===== src/pkg/prs_consts.svh =====
// register offsets, field positions, reset values and tables of the strap logic
`ifndef PRS_CONSTS_SVH
`define PRS_CONSTS_SVH

// register offsets on the serial port
`define PRS_A_CAL 13'h00E
`define PRS_A_BAND 13'h010
`define PRS_A_FBN 13'h011
`define PRS_A_DIVOV 13'h012
`define PRS_A_XTUNE 13'h01B
`define PRS_A_OPT 13'h01D

// field positions
`define PRS_CAL_GO_BIT 7
`define PRS_CAL_EN_BIT 2
`define PRS_BAND_EN_BIT 0
`define PRS_XT_PIN_BIT 7
`define PRS_OPT_CRYSTAL_PINS_BIT 0
`define PRS_OPT_DBL_BIT 2

// writable bit masks
`define PRS_CAL_MASK 8'h05
`define PRS_XTUNE_MASK 8'hBF
`define PRS_OPT_MASK 8'h05

// reset values
`define PRS_XTUNE_RST 8'hBF
`define PRS_FBN_RST 8'h00

// crystal capacitance: 13 pF fixed plus code times 0.25 pF
`define PRS_CAP_PIN_CODE 6'h08

// strap codes below this value run the reference doubler
`define PRS_DBL_CODE_LIM 3'h4

// nominal reference per strap code, kHz
`define PRS_REF_KHZ0 17'h02710
`define PRS_REF_KHZ1 17'h02EE0
`define PRS_REF_KHZ2 17'h03200
`define PRS_REF_KHZ3 17'h03E80
`define PRS_REF_KHZ4 17'h04B00
`define PRS_REF_KHZ5 17'h04BF0
`define PRS_REF_KHZ6 17'h04E20
`define PRS_REF_KHZ7 17'h06590

// serial frame: 16 instruction bits then 8 data bits
`define PRS_SPI_INS_LAST 5'h0F
`define PRS_SPI_DATA_FIRST 5'h10
`define PRS_SPI_DATA_LAST 5'h17
`define PRS_SPI_FRAME 5'h18

// preset check point: 622.08 MHz output code and its VCO frequency
`define PRS_Y_622 6'h21
`define PRS_VCO_622_KHZ 22'h38F400

`endif


===== src/pkg/prs_pkg.sv =====
// types of the strap, reference select and calibration logic
package prs_pkg;

  // calibration sequencer
  typedef enum logic [1:0] {
    PRS_CAL_WAIT = 2'b00,
    PRS_CAL_RUN = 2'b01,
    PRS_CAL_DONE = 2'b10
  } prs_cal_state_type;

  // whole state of the top module
  typedef struct packed {
    logic [1:0] cs_s;
    logic [2:0] sclk_s;
    logic [1:0] sdio_s;
    logic [2:0] a_s0;
    logic [2:0] a_s1;
    logic [5:0] y_s0;
    logic [5:0] y_s1;
    logic [1:0] refdet_s;
    logic [1:0] xtok_s;
    logic [2:0] done_s;
    logic [4:0] bitcnt;
    logic [15:0] shreg;
    logic ins_rd;
    logic [12:0] ins_addr;
    logic [7:0] rdata;
    logic sdio_out;
    logic sdio_oe;
    logic [7:0] cal_reg;
    logic [6:0] band;
    logic [7:0] fbn;
    logic divov;
    logic [7:0] xtune;
    logic [7:0] opt;
    prs_cal_state_type cst;
    logic cal_start;
    logic doubler;
    logic use_crystal_pins;
    logic [5:0] cap;
    logic [16:0] ref_khz;
  } prs_state_type;

  // state of the preset table
  typedef struct packed {
    logic [21:0] vco_khz;
  } prs_rom_state_type;

endpackage


===== src/verilog/prs_preset_rom.sv =====
// preset table: output-select strap code to nominal VCO frequency in kHz
module prs_preset_rom
  import prs_pkg::*;
(
  // clock and reset
  input wire logic i_clk,
  input wire logic i_rst,
  // lookup
  input wire logic [5:0] i_code,
  output logic [21:0] o_vco_khz
);

  prs_rom_state_type r_q;
  prs_rom_state_type r_d;

  // table lookup, result registered
  always_comb begin
    r_d = r_q;
    case (i_code)
      6'h00: r_d.vco_khz = 22'd3732480;
      6'h01: r_d.vco_khz = 22'd3888000;
      6'h02: r_d.vco_khz = 22'd3840000;
      6'h03: r_d.vco_khz = 22'd3932160;
      6'h04: r_d.vco_khz = 22'd3750000;
      6'h05: r_d.vco_khz = 22'd3733296;
      6'h06: r_d.vco_khz = 22'd3560439;
      6'h07: r_d.vco_khz = 22'd3564000;
      6'h08: r_d.vco_khz = 22'd3732480;
      6'h09: r_d.vco_khz = 22'd3932160;
      6'h0A: r_d.vco_khz = 22'd4000000;
      6'h0B: r_d.vco_khz = 22'd3825000;
      6'h0C: r_d.vco_khz = 22'd3840000;
      6'h0D: r_d.vco_khz = 22'd4000000;
      6'h0E: r_d.vco_khz = 22'd3724000;
      6'h0F: r_d.vco_khz = 22'd3732480;
      6'h10: r_d.vco_khz = 22'd3750000;
      6'h11: r_d.vco_khz = 22'd3825000;
      6'h12: r_d.vco_khz = 22'd3867188;
      6'h13: r_d.vco_khz = 22'd3944531;
      6'h14: r_d.vco_khz = 22'd3999086;
      6'h15: r_d.vco_khz = 22'd4015959;
      6'h16: r_d.vco_khz = 22'd4023878;
      6'h17: r_d.vco_khz = 22'd3554742;
      6'h18: r_d.vco_khz = 22'd3932160;
      6'h19: r_d.vco_khz = 22'd4000000;
      6'h1A: r_d.vco_khz = 22'd3732480;
      6'h1B: r_d.vco_khz = 22'd3840000;
      6'h1C: r_d.vco_khz = 22'd4000000;
      6'h1D: r_d.vco_khz = 22'd3471400;
      6'h1E: r_d.vco_khz = 22'd3718750;
      6'h1F: r_d.vco_khz = 22'd3763200;
      6'h20: r_d.vco_khz = 22'd3984375;
      6'h21: r_d.vco_khz = 22'd3732480;
      6'h22: r_d.vco_khz = 22'd3748229;
      6'h23: r_d.vco_khz = 22'd3750000;
      6'h24: r_d.vco_khz = 22'd3763978;
      6'h25: r_d.vco_khz = 22'd3779927;
      6'h26: r_d.vco_khz = 22'd3840000;
      6'h27: r_d.vco_khz = 22'd3849120;
      6'h28: r_d.vco_khz = 22'd3867188;
      6'h29: r_d.vco_khz = 22'd3944531;
      6'h2A: r_d.vco_khz = 22'd3961105;
      6'h2B: r_d.vco_khz = 22'd3999086;
      6'h2C: r_d.vco_khz = 22'd4014769;
      6'h2D: r_d.vco_khz = 22'd4015959;
      6'h2E: r_d.vco_khz = 22'd4017857;
      6'h2F: r_d.vco_khz = 22'd4025032;
      6'h30: r_d.vco_khz = 22'd4032976;
      6'h31: r_d.vco_khz = 22'd3452846;
      6'h32: r_d.vco_khz = 22'd3467415;
      6'h33: r_d.vco_khz = 22'd3468750;
      6'h34: r_d.vco_khz = 22'd3481996;
      6'h35: r_d.vco_khz = 22'd3521903;
      6'h36: r_d.vco_khz = 22'd3536763;
      6'h37: r_d.vco_khz = 22'd3582686;
      6'h38: r_d.vco_khz = 22'd3593750;
      6'h39: r_d.vco_khz = 22'd3598672;
      6'h3A: r_d.vco_khz = 22'd3740355;
      6'h3B: r_d.vco_khz = 22'd3750000;
      6'h3C: r_d.vco_khz = 22'd3888000;
      6'h3D: r_d.vco_khz = 22'd3897843;
      6'h3E: r_d.vco_khz = 22'd3906250;
      default: r_d.vco_khz = 22'd4028320;
    endcase
  end

  // read data register
  always_ff @(posedge i_clk) begin
    if (i_rst) begin
      r_q <= '0;
    end else begin
      r_q <= r_d;
    end
  end

  assign o_vco_khz = r_q.vco_khz;

endmodule


===== src/verilog/prs_strap_ctrl.sv =====
// strap decode, reference select, crystal tuning, calibration trigger and 3-wire port
//
// How it works
// - strap pin grounded reads 0, open (pulled up) reads 1.
// - 3-bit reference strap picks one of eight nominal reference frequencies.
// - reference codes 000 to 011 turn the doubler on.
// - option register bit 2 turns the doubler on for either source.
// - 6-bit output strap selects a preset divider set and VCO frequency.
// - presets stay fixed; a different actual reference scales the outputs.
// - serial writes can replace the strapped divider values.
// - VCO calibration starts automatically after power-up and every reset.
// - crystal load is 13 pF plus a 6-bit field of 0.25 pF steps.
// - after reset the programmable crystal part is 2 pF.
// - tuning bit 7 cleared uses the 6-bit field, default 15.75 pF.
// - a clock seen on the reference input selects it and stops the crystal.
// - option bit 0 forces the crystal and ignores the presence detector.
// - calibration waits for a valid reference, then starts at once.
// - reset pin high returns all control logic to defaults.
`include "prs_consts.svh"
module prs_strap_ctrl
  import prs_pkg::*;
(
  // clock and reset
  input wire logic i_clk,
  input wire logic i_rst,
  // strap pins
  input wire logic [2:0] i_ref_sel,
  input wire logic [5:0] i_out_sel,
  // 3-wire serial port
  input wire logic i_spi_cs_n,
  input wire logic i_spi_sclk,
  input wire logic i_spi_sdio_in,
  output logic o_spi_sdio_out,
  output logic o_spi_sdio_oe,
  // analog status
  input wire logic i_ref_present,
  input wire logic i_crystal_pins_ok,
  input wire logic i_cal_done,
  // reference path control
  output logic [16:0] o_ref_nom_khz,
  output logic o_doubler_en,
  output logic o_use_crystal,
  output logic [5:0] o_crystal_pins_cap_code,
  // divider control
  output logic [5:0] o_preset_code,
  output logic [21:0] o_preset_vco_khz,
  output logic o_div_override,
  output logic [7:0] o_fb_int,
  // VCO band and calibration
  output logic o_band_spi,
  output logic [6:0] o_band,
  output logic o_cal_start,
  output logic o_cal_busy
);

  prs_state_type s_q;
  prs_state_type s_d;
  logic sclk_rise;
  logic sclk_fall;
  logic done_rise;
  logic ref_ok;
  logic force_cal;
  logic wr_en;
  logic [7:0] wr_data;

  // register read mux, unmapped addresses read zero
  function automatic logic [7:0] reg_rd(input logic [12:0] a);
    logic [7:0] v;
    v = 8'h00;
    case (a)
      `PRS_A_CAL: v = {s_q.cst != PRS_CAL_DONE, s_q.cal_reg[6:0]};
      `PRS_A_BAND: v = {s_q.band, 1'b0};
      `PRS_A_FBN: v = s_q.fbn;
      `PRS_A_DIVOV: v = {7'h00, s_q.divov};
      `PRS_A_XTUNE: v = s_q.xtune;
      `PRS_A_OPT: v = s_q.opt;
      default: v = 8'h00;
    endcase
    return v;
  endfunction

  // edges and the active reference, from synchronised copies only
  assign sclk_rise = s_q.sclk_s[1] & ~s_q.sclk_s[2];
  assign sclk_fall = ~s_q.sclk_s[1] & s_q.sclk_s[2];
  assign done_rise = s_q.done_s[1] & ~s_q.done_s[2];
  assign ref_ok = s_q.use_crystal_pins ? s_q.xtok_s[1] : s_q.refdet_s[1];

  // next state
  always_comb begin
    s_d = s_q;
    wr_en = 1'b0;
    wr_data = 8'h00;
    force_cal = 1'b0;
    // two-stage synchronisers; straps read as driven, open pins pulled to 1
    s_d.cs_s = {s_q.cs_s[0], i_spi_cs_n};
    s_d.sclk_s = {s_q.sclk_s[1:0], i_spi_sclk};
    s_d.sdio_s = {s_q.sdio_s[0], i_spi_sdio_in};
    s_d.a_s0 = i_ref_sel;
    s_d.a_s1 = s_q.a_s0;
    s_d.y_s0 = i_out_sel;
    s_d.y_s1 = s_q.y_s0;
    s_d.refdet_s = {s_q.refdet_s[0], i_ref_present};
    s_d.xtok_s = {s_q.xtok_s[0], i_crystal_pins_ok};
    s_d.done_s = {s_q.done_s[1:0], i_cal_done};

    // serial frame: shift on sclk rise, drive read data on sclk fall
    if (s_q.cs_s[1]) begin
      s_d.bitcnt = 5'h00;
      s_d.sdio_oe = 1'b0;
    end else if (sclk_rise) begin
      s_d.shreg = {s_q.shreg[14:0], s_q.sdio_s[1]};
      // counter saturates so stray rises after the frame write nothing
      if (s_q.bitcnt != `PRS_SPI_FRAME) begin
        s_d.bitcnt = s_q.bitcnt + 5'h01;
      end
      // 16th rise: latch direction, address and the byte to send back
      if (s_q.bitcnt == `PRS_SPI_INS_LAST) begin
        s_d.ins_rd = s_q.shreg[14];
        s_d.ins_addr = {s_q.shreg[11:0], s_q.sdio_s[1]};
        s_d.rdata = reg_rd({s_q.shreg[11:0], s_q.sdio_s[1]});
      end
      // 24th rise of a write frame commits the byte
      if (s_q.bitcnt == `PRS_SPI_DATA_LAST && !s_q.ins_rd) begin
        wr_en = 1'b1;
        wr_data = {s_q.shreg[6:0], s_q.sdio_s[1]};
      end
    end else if (sclk_fall) begin
      if (s_q.ins_rd && s_q.bitcnt >= `PRS_SPI_DATA_FIRST && s_q.bitcnt <= `PRS_SPI_DATA_LAST) begin
        s_d.sdio_oe = 1'b1;
        s_d.sdio_out = s_q.rdata[7];
        s_d.rdata = {s_q.rdata[6:0], 1'b0};
      end else begin
        s_d.sdio_oe = 1'b0;
      end
    end

    // register writes
    if (wr_en) begin
      case (s_q.ins_addr)
        `PRS_A_CAL: begin
          s_d.cal_reg = wr_data & `PRS_CAL_MASK;
          // calibrate bit acts only with the enable bit set in the same register
          force_cal = wr_data[`PRS_CAL_GO_BIT] & wr_data[`PRS_CAL_EN_BIT];
        end
        `PRS_A_BAND: s_d.band = wr_data[7:1];
        `PRS_A_FBN: s_d.fbn = wr_data;
        `PRS_A_DIVOV: s_d.divov = wr_data[0];
        `PRS_A_XTUNE: s_d.xtune = wr_data & `PRS_XTUNE_MASK;
        `PRS_A_OPT: s_d.opt = wr_data & `PRS_OPT_MASK;
        default: s_d.cal_reg = s_q.cal_reg;
      endcase
    end

    // calibration sequencer, starts from wait after every reset
    s_d.cal_start = 1'b0;
    unique case (s_q.cst)
      PRS_CAL_WAIT: begin
        if (ref_ok) begin
          s_d.cst = PRS_CAL_RUN;
          s_d.cal_start = 1'b1;
        end
      end
      PRS_CAL_RUN: begin
        if (done_rise) begin
          s_d.cst = PRS_CAL_DONE;
        end
      end
      PRS_CAL_DONE: s_d.cst = PRS_CAL_DONE;
      default: s_d.cst = PRS_CAL_WAIT;
    endcase
    // forced restart beats any start in the same cycle, start follows from wait
    if (force_cal) begin
      s_d.cst = PRS_CAL_WAIT;
      s_d.cal_start = 1'b0;
    end

    // reference path decode
    s_d.doubler = (s_q.a_s1 < `PRS_DBL_CODE_LIM) | s_q.opt[`PRS_OPT_DBL_BIT];
    s_d.use_crystal_pins = s_q.opt[`PRS_OPT_CRYSTAL_PINS_BIT] | ~s_q.refdet_s[1];
    s_d.cap = s_q.xtune[`PRS_XT_PIN_BIT] ? `PRS_CAP_PIN_CODE : s_q.xtune[5:0];
    case (s_q.a_s1)
      3'h0: s_d.ref_khz = `PRS_REF_KHZ0;
      3'h1: s_d.ref_khz = `PRS_REF_KHZ1;
      3'h2: s_d.ref_khz = `PRS_REF_KHZ2;
      3'h3: s_d.ref_khz = `PRS_REF_KHZ3;
      3'h4: s_d.ref_khz = `PRS_REF_KHZ4;
      3'h5: s_d.ref_khz = `PRS_REF_KHZ5;
      3'h6: s_d.ref_khz = `PRS_REF_KHZ6;
      default: s_d.ref_khz = `PRS_REF_KHZ7;
    endcase
  end

  // state register; reset pin returns everything to defaults
  always_ff @(posedge i_clk) begin
    if (i_rst) begin
      s_q <= '0;
      s_q.cs_s <= 2'h3;
      s_q.xtune <= `PRS_XTUNE_RST;
      s_q.fbn <= `PRS_FBN_RST;
      s_q.use_crystal_pins <= 1'b1;
      s_q.cap <= `PRS_CAP_PIN_CODE;
      s_q.ref_khz <= `PRS_REF_KHZ0;
    end else begin
      s_q <= s_d;
    end
  end

  // preset table; presets never track the actual reference frequency
  prs_preset_rom u_rom (
    .i_clk(i_clk),
    .i_rst(i_rst),
    .i_code(s_q.y_s1),
    .o_vco_khz(o_preset_vco_khz)
  );

  // outputs from state flops
  assign o_spi_sdio_out = s_q.sdio_out;
  assign o_spi_sdio_oe = s_q.sdio_oe;
  assign o_ref_nom_khz = s_q.ref_khz;
  assign o_doubler_en = s_q.doubler;
  assign o_use_crystal = s_q.use_crystal_pins;
  assign o_crystal_pins_cap_code = s_q.cap;
  assign o_preset_code = s_q.y_s1;
  assign o_div_override = s_q.divov;
  assign o_fb_int = s_q.fbn;
  assign o_band_spi = s_q.cal_reg[`PRS_BAND_EN_BIT];
  assign o_band = s_q.band;
  assign o_cal_start = s_q.cal_start;
  assign o_cal_busy = s_q.cst != PRS_CAL_DONE;
endmodule


===== config.mk =====
export PLATFORM = sky130hd
export DESIGN_NAME = prs_strap_ctrl
export DESIGN_NICKNAME = d
export VERILOG_FILES = /design/src/pkg/prs_pkg.sv /design/src/verilog/prs_preset_rom.sv /design/src/verilog/prs_strap_ctrl.sv
export VERILOG_INCLUDE_DIRS = /design/src /design/src/pkg
export SDC_FILE = /design/constraint.sdc
export NUM_CORES = 1
export LEC_CHECK = 0
export ABC_AREA = 1
export BUFFER_PORTS_ARGS = -buffer_cell sky130_fd_sc_hd__buf_4
export CAP_MARGIN = 20
export CORE_MARGIN = 2
export CORE_UTILIZATION = 45
export CTS_CLUSTER_DIAMETER = 200
export DETAILED_ROUTE_END_ITERATION = 10
export PLACE_DENSITY = 0.71
export SETUP_SLACK_MARGIN = 0.5
export SLEW_MARGIN = 20
export SYNTH_ARGS = -nofsm -noshare
export SYNTH_HDL_FRONTEND = slang
export SYNTH_SLANG_ARGS = --single-unit

===== constraint.sdc =====
create_clock -name i_clk -period 2.1 [get_ports i_clk]
set_input_delay 0.42 -clock i_clk [delete_from_list [all_inputs] [get_ports i_clk]]
set_output_delay 0.42 -clock i_clk [all_outputs]
set_load 0.05 [all_outputs]

==> run summary <==
Status: finished clean
DIE WIDTH: 131 microns
Ys flop type: dfxtp_1
Crit Path Max Fanout: 8
Cell row count: 46
Synth Area in Compound Gates: 20.2%
Die ar.: 0.0171 sq mm
Total GRT Usage: 25.6%
Critical path endpoint category: flip-flop
#FFs+latches synth: 146
Hold Path Sink: s_d[144]
RSZ-0062 raised after global routing: yes
Layout overhead on the synthesized area: 33.3%
Worst-margin pin slew: 0.662 ns
Clock Latency Late Sink: 0.43 ns
Placed insts: 1254
Nets: 1134
Post-synth ARST share: 0%
Cell Area, Placed: 0.00790 sq mm
Global-route wire length before repair: 33900 microns
Largest family of logic cells by synthesized area: simple AND/OR/NAND/NOR gates
Pwr Density: 723 mW/mm^2
IO Count: 91
Initial antenna violation count: 0
Count leader, synth: dfxtp_1
Yosys warns: 0
Peak supply drop: 0.587 mV
Clk Tree Root Cell: clkbuf_16
Fin crit share: 80.8%
Clk slew on worst S/H paths: 0.07 ns
Hold Crit Start: i_spi_cs_n
Core ar.: 0.0158 sq mm
R2R cell count: 9
Fin. Hold Viols: 0
Clock sinks: 146
CTS tree: built
Setup Skew: 0.0101 ns
Pin count of the biggest net entering global routing: 50
Mux contribution to synthesized area: 0.156%
Yosys top cell area share: 40.5%
Drt wl/cell: 16.9 microns
Setup violators final: 0
Buffers added on ports: 84
Min Tclk post-route: 1.70 ns
Worst-case clock buffer depth: 2
Drt first pass iters: 6
N_diodes: 0
Post-synth EDFFs: 0
Vias per cell: 5.57
Startpoint Class: flip-flop
TritonCTS Buffers: 17
Hold crit path type: in -> reg
Layout Cells excl Fill: 1324
R2r setup slk: 0.40 ns
Mapped Area: 0.00722 sq mm
Grt total ovfl: 0
Final WL: 22400 microns
Finished Cell Area: 0.00963 sq mm
Synth cell count leaders: dfxtp_1, nand2_1, inv_1, nor2_1, o21ai_0
Leak Pwr: 4.12 nW
Sequential fraction of the synthesis area: 40.5%
Routed vias: 7372
Layout cells sized above 1: 32.0%
Leading area contributor after synthesis: dfxtp_1
Critical Path RT: 2.44 ns
Data arrival, critical path: 2.04 ns
Worst reg2reg path endpoint: u_rom.o_vco_khz[16]
Max Clk Rate: 589 MHz
Synth Instances: 1010
Worst slew margin: 55.6%
Synth unique cells: 43
Final ANT Viol Nets: 0
WHS Path Cells: 2
Post-route setup TNS: 0 ns
Dpl hpwl: 14100 microns
Final Max Tran Viols: 0
Syn_area_per_cell: 7.15 sq um
Maxcap violations: 0
Initial core utilization: 45.8%
Vias in the first global route: 6689
Placer Congestion: 1.06
Top cells by area, synth: dfxtp_1, nand2_1, o21ai_0, a21oi_1, inv_1
Initial DRC count: 916
DIE HEIGHT: 131 microns
RR Startpoint: o_preset_code[1]
DRC Markers: 0
Synth Area in XOR/XNOR: 0.121%
Synth Area in Simple Gates: 20.9%
CTS H-tree depth: 4
Adder-Cell Fraction of Synth Area: 3.81%
Kind of critical path: reg -> reg
[report_power, final]
| group | internal, W | total [W] | switching [W] |
|---|---|---|---|
| clock | 0.00195 | 0.00322 | 0.00127 |
| sequential | 0.00283 | 0.00288 | 0.0000434 |
| combinational | 0.000281 | 0.000858 | 0.000577 |
| total | 0.00507 | 0.00696 | 0.00189 |
[logic make-up (layout without fill, tap and decap cells)]
family                     count (synthesis)  in the layout
and+or+nand+nor                          354            357
other                                      1              6
DFF                                      146            146
buffers and inverters                    222            311
AOI/OAI and AO/OA                        263            264
adders and majority gates                 22             22
muxes                                      1              1
xor gates and xnor gates                   1              1
[placed cells by master (no fill, tap or decap), types with 4 or more instances in the layout]
master and count:
a211oi_1 4, a21oi_1 92, a21oi_2 8, a31oi_1 5, buf_12 4, buf_4 133
buf_6 9, clkbuf_16 17, conb_1 6, dfxtp_1 128, dfxtp_2 11, dfxtp_4 7
ha_1 12, ha_4 7, inv_1 105, inv_2 14, inv_4 5, inv_6 5
nand2_1 119, nand2_2 17, nand2_4 9, nand3_1 53, nand3_4 4, nand4_1 4
nor2_1 89, nor2_2 20, nor2_4 8, nor3_1 8, nor3_2 7, o211ai_1 18
o21ai_0 65, o21ai_1 18, o21ai_2 21, o31ai_1 7, or2_2 4
[layout make-up]
| class | instances | area (sq um) |
|---|---|---|
| Tap cell | 216 | 270 |
| Clock inverter | 13 | 171 |
| Multi-Input combinational cell | 651 | 4010 |
| Fill cell | 1362 | 6140 |
| Timing Repair Buffer | 149 | 1240 |
| Inverter | 130 | 518 |
| Clock buffer | 19 | 453 |
| Sequential cell | 146 | 2960 |
[worst max-delay path by stage]
stage	cells after the start	endpoint	startpoint
2_1_floorplan	10	o_band[3]	s_q[142]
3_3_place_gp	11	u_rom.o_vco_khz[13]	o_preset_code[1]
3_5_place_dp	11	u_rom.o_vco_khz[13]	o_preset_code[1]
4_1_cts	10	s_q[77]	s_q[112]
5_1_grt	11	u_rom.o_vco_khz[16]	o_preset_code[0]
6_report	9	u_rom.o_vco_khz[16]	o_preset_code[1]
[sequential cells by signal (all words and copies together), names as in the netlist, 6 cells and up]
signal,flops
o_ref_nom_khz,11
u_rom.o_vco_khz,21
s_d,17
o_crystal_pins_cap_code,6
o_fb_int,8
s_q,63
o_band,7
o_preset_code,6
[what timing repair did]
item                                    4_1_cts  5_1_grt
gates resized for setup                     145      108
buffers inserted                             10       21
hold buffers                                  0        0
pin swaps                                    26       42
cloned                                        5        2
endpoints found under the setup margin       73       76
[worst max-delay path, stage by stage, from the launching register on]
cell     delay, ns
dfxtp_4       0.37
inv_6         0.11
ha_2          0.22
nand2_2       0.09
buf_6         0.14
a21oi_2       0.18
o21ai_0       0.12
o21ai_0       0.09
nand2_1       0.09
a21oi_1       0.20
[per-layer routing]
| layer | part of all wire [%] | global-route usage [%] |
|---|---|---|
| met1 | 41 | 33.6 |
| met2 | 45 | 38.2 |
| met3 | 9.2 | 7.00 |
| met4 | 5.4 | 14.0 |
| met5 | 0 | 0 |
[stage by stage]
step	hold WS, ns	worst slack [ns]	total power (W)	utilization (%)
floorplan	0.379	0.502	0.00345	-
global placement	0.383	0.00164	0.00367	50.1
detailed placement	0.387	0.0370	0.00366	50.1
CTS	0.165	0.416	0.00691	57.8
global route	0.161	0.327	0.00717	61.0
finish	0.176	0.404	0.00696	61.0
Power figures use the tool's default switching activity.
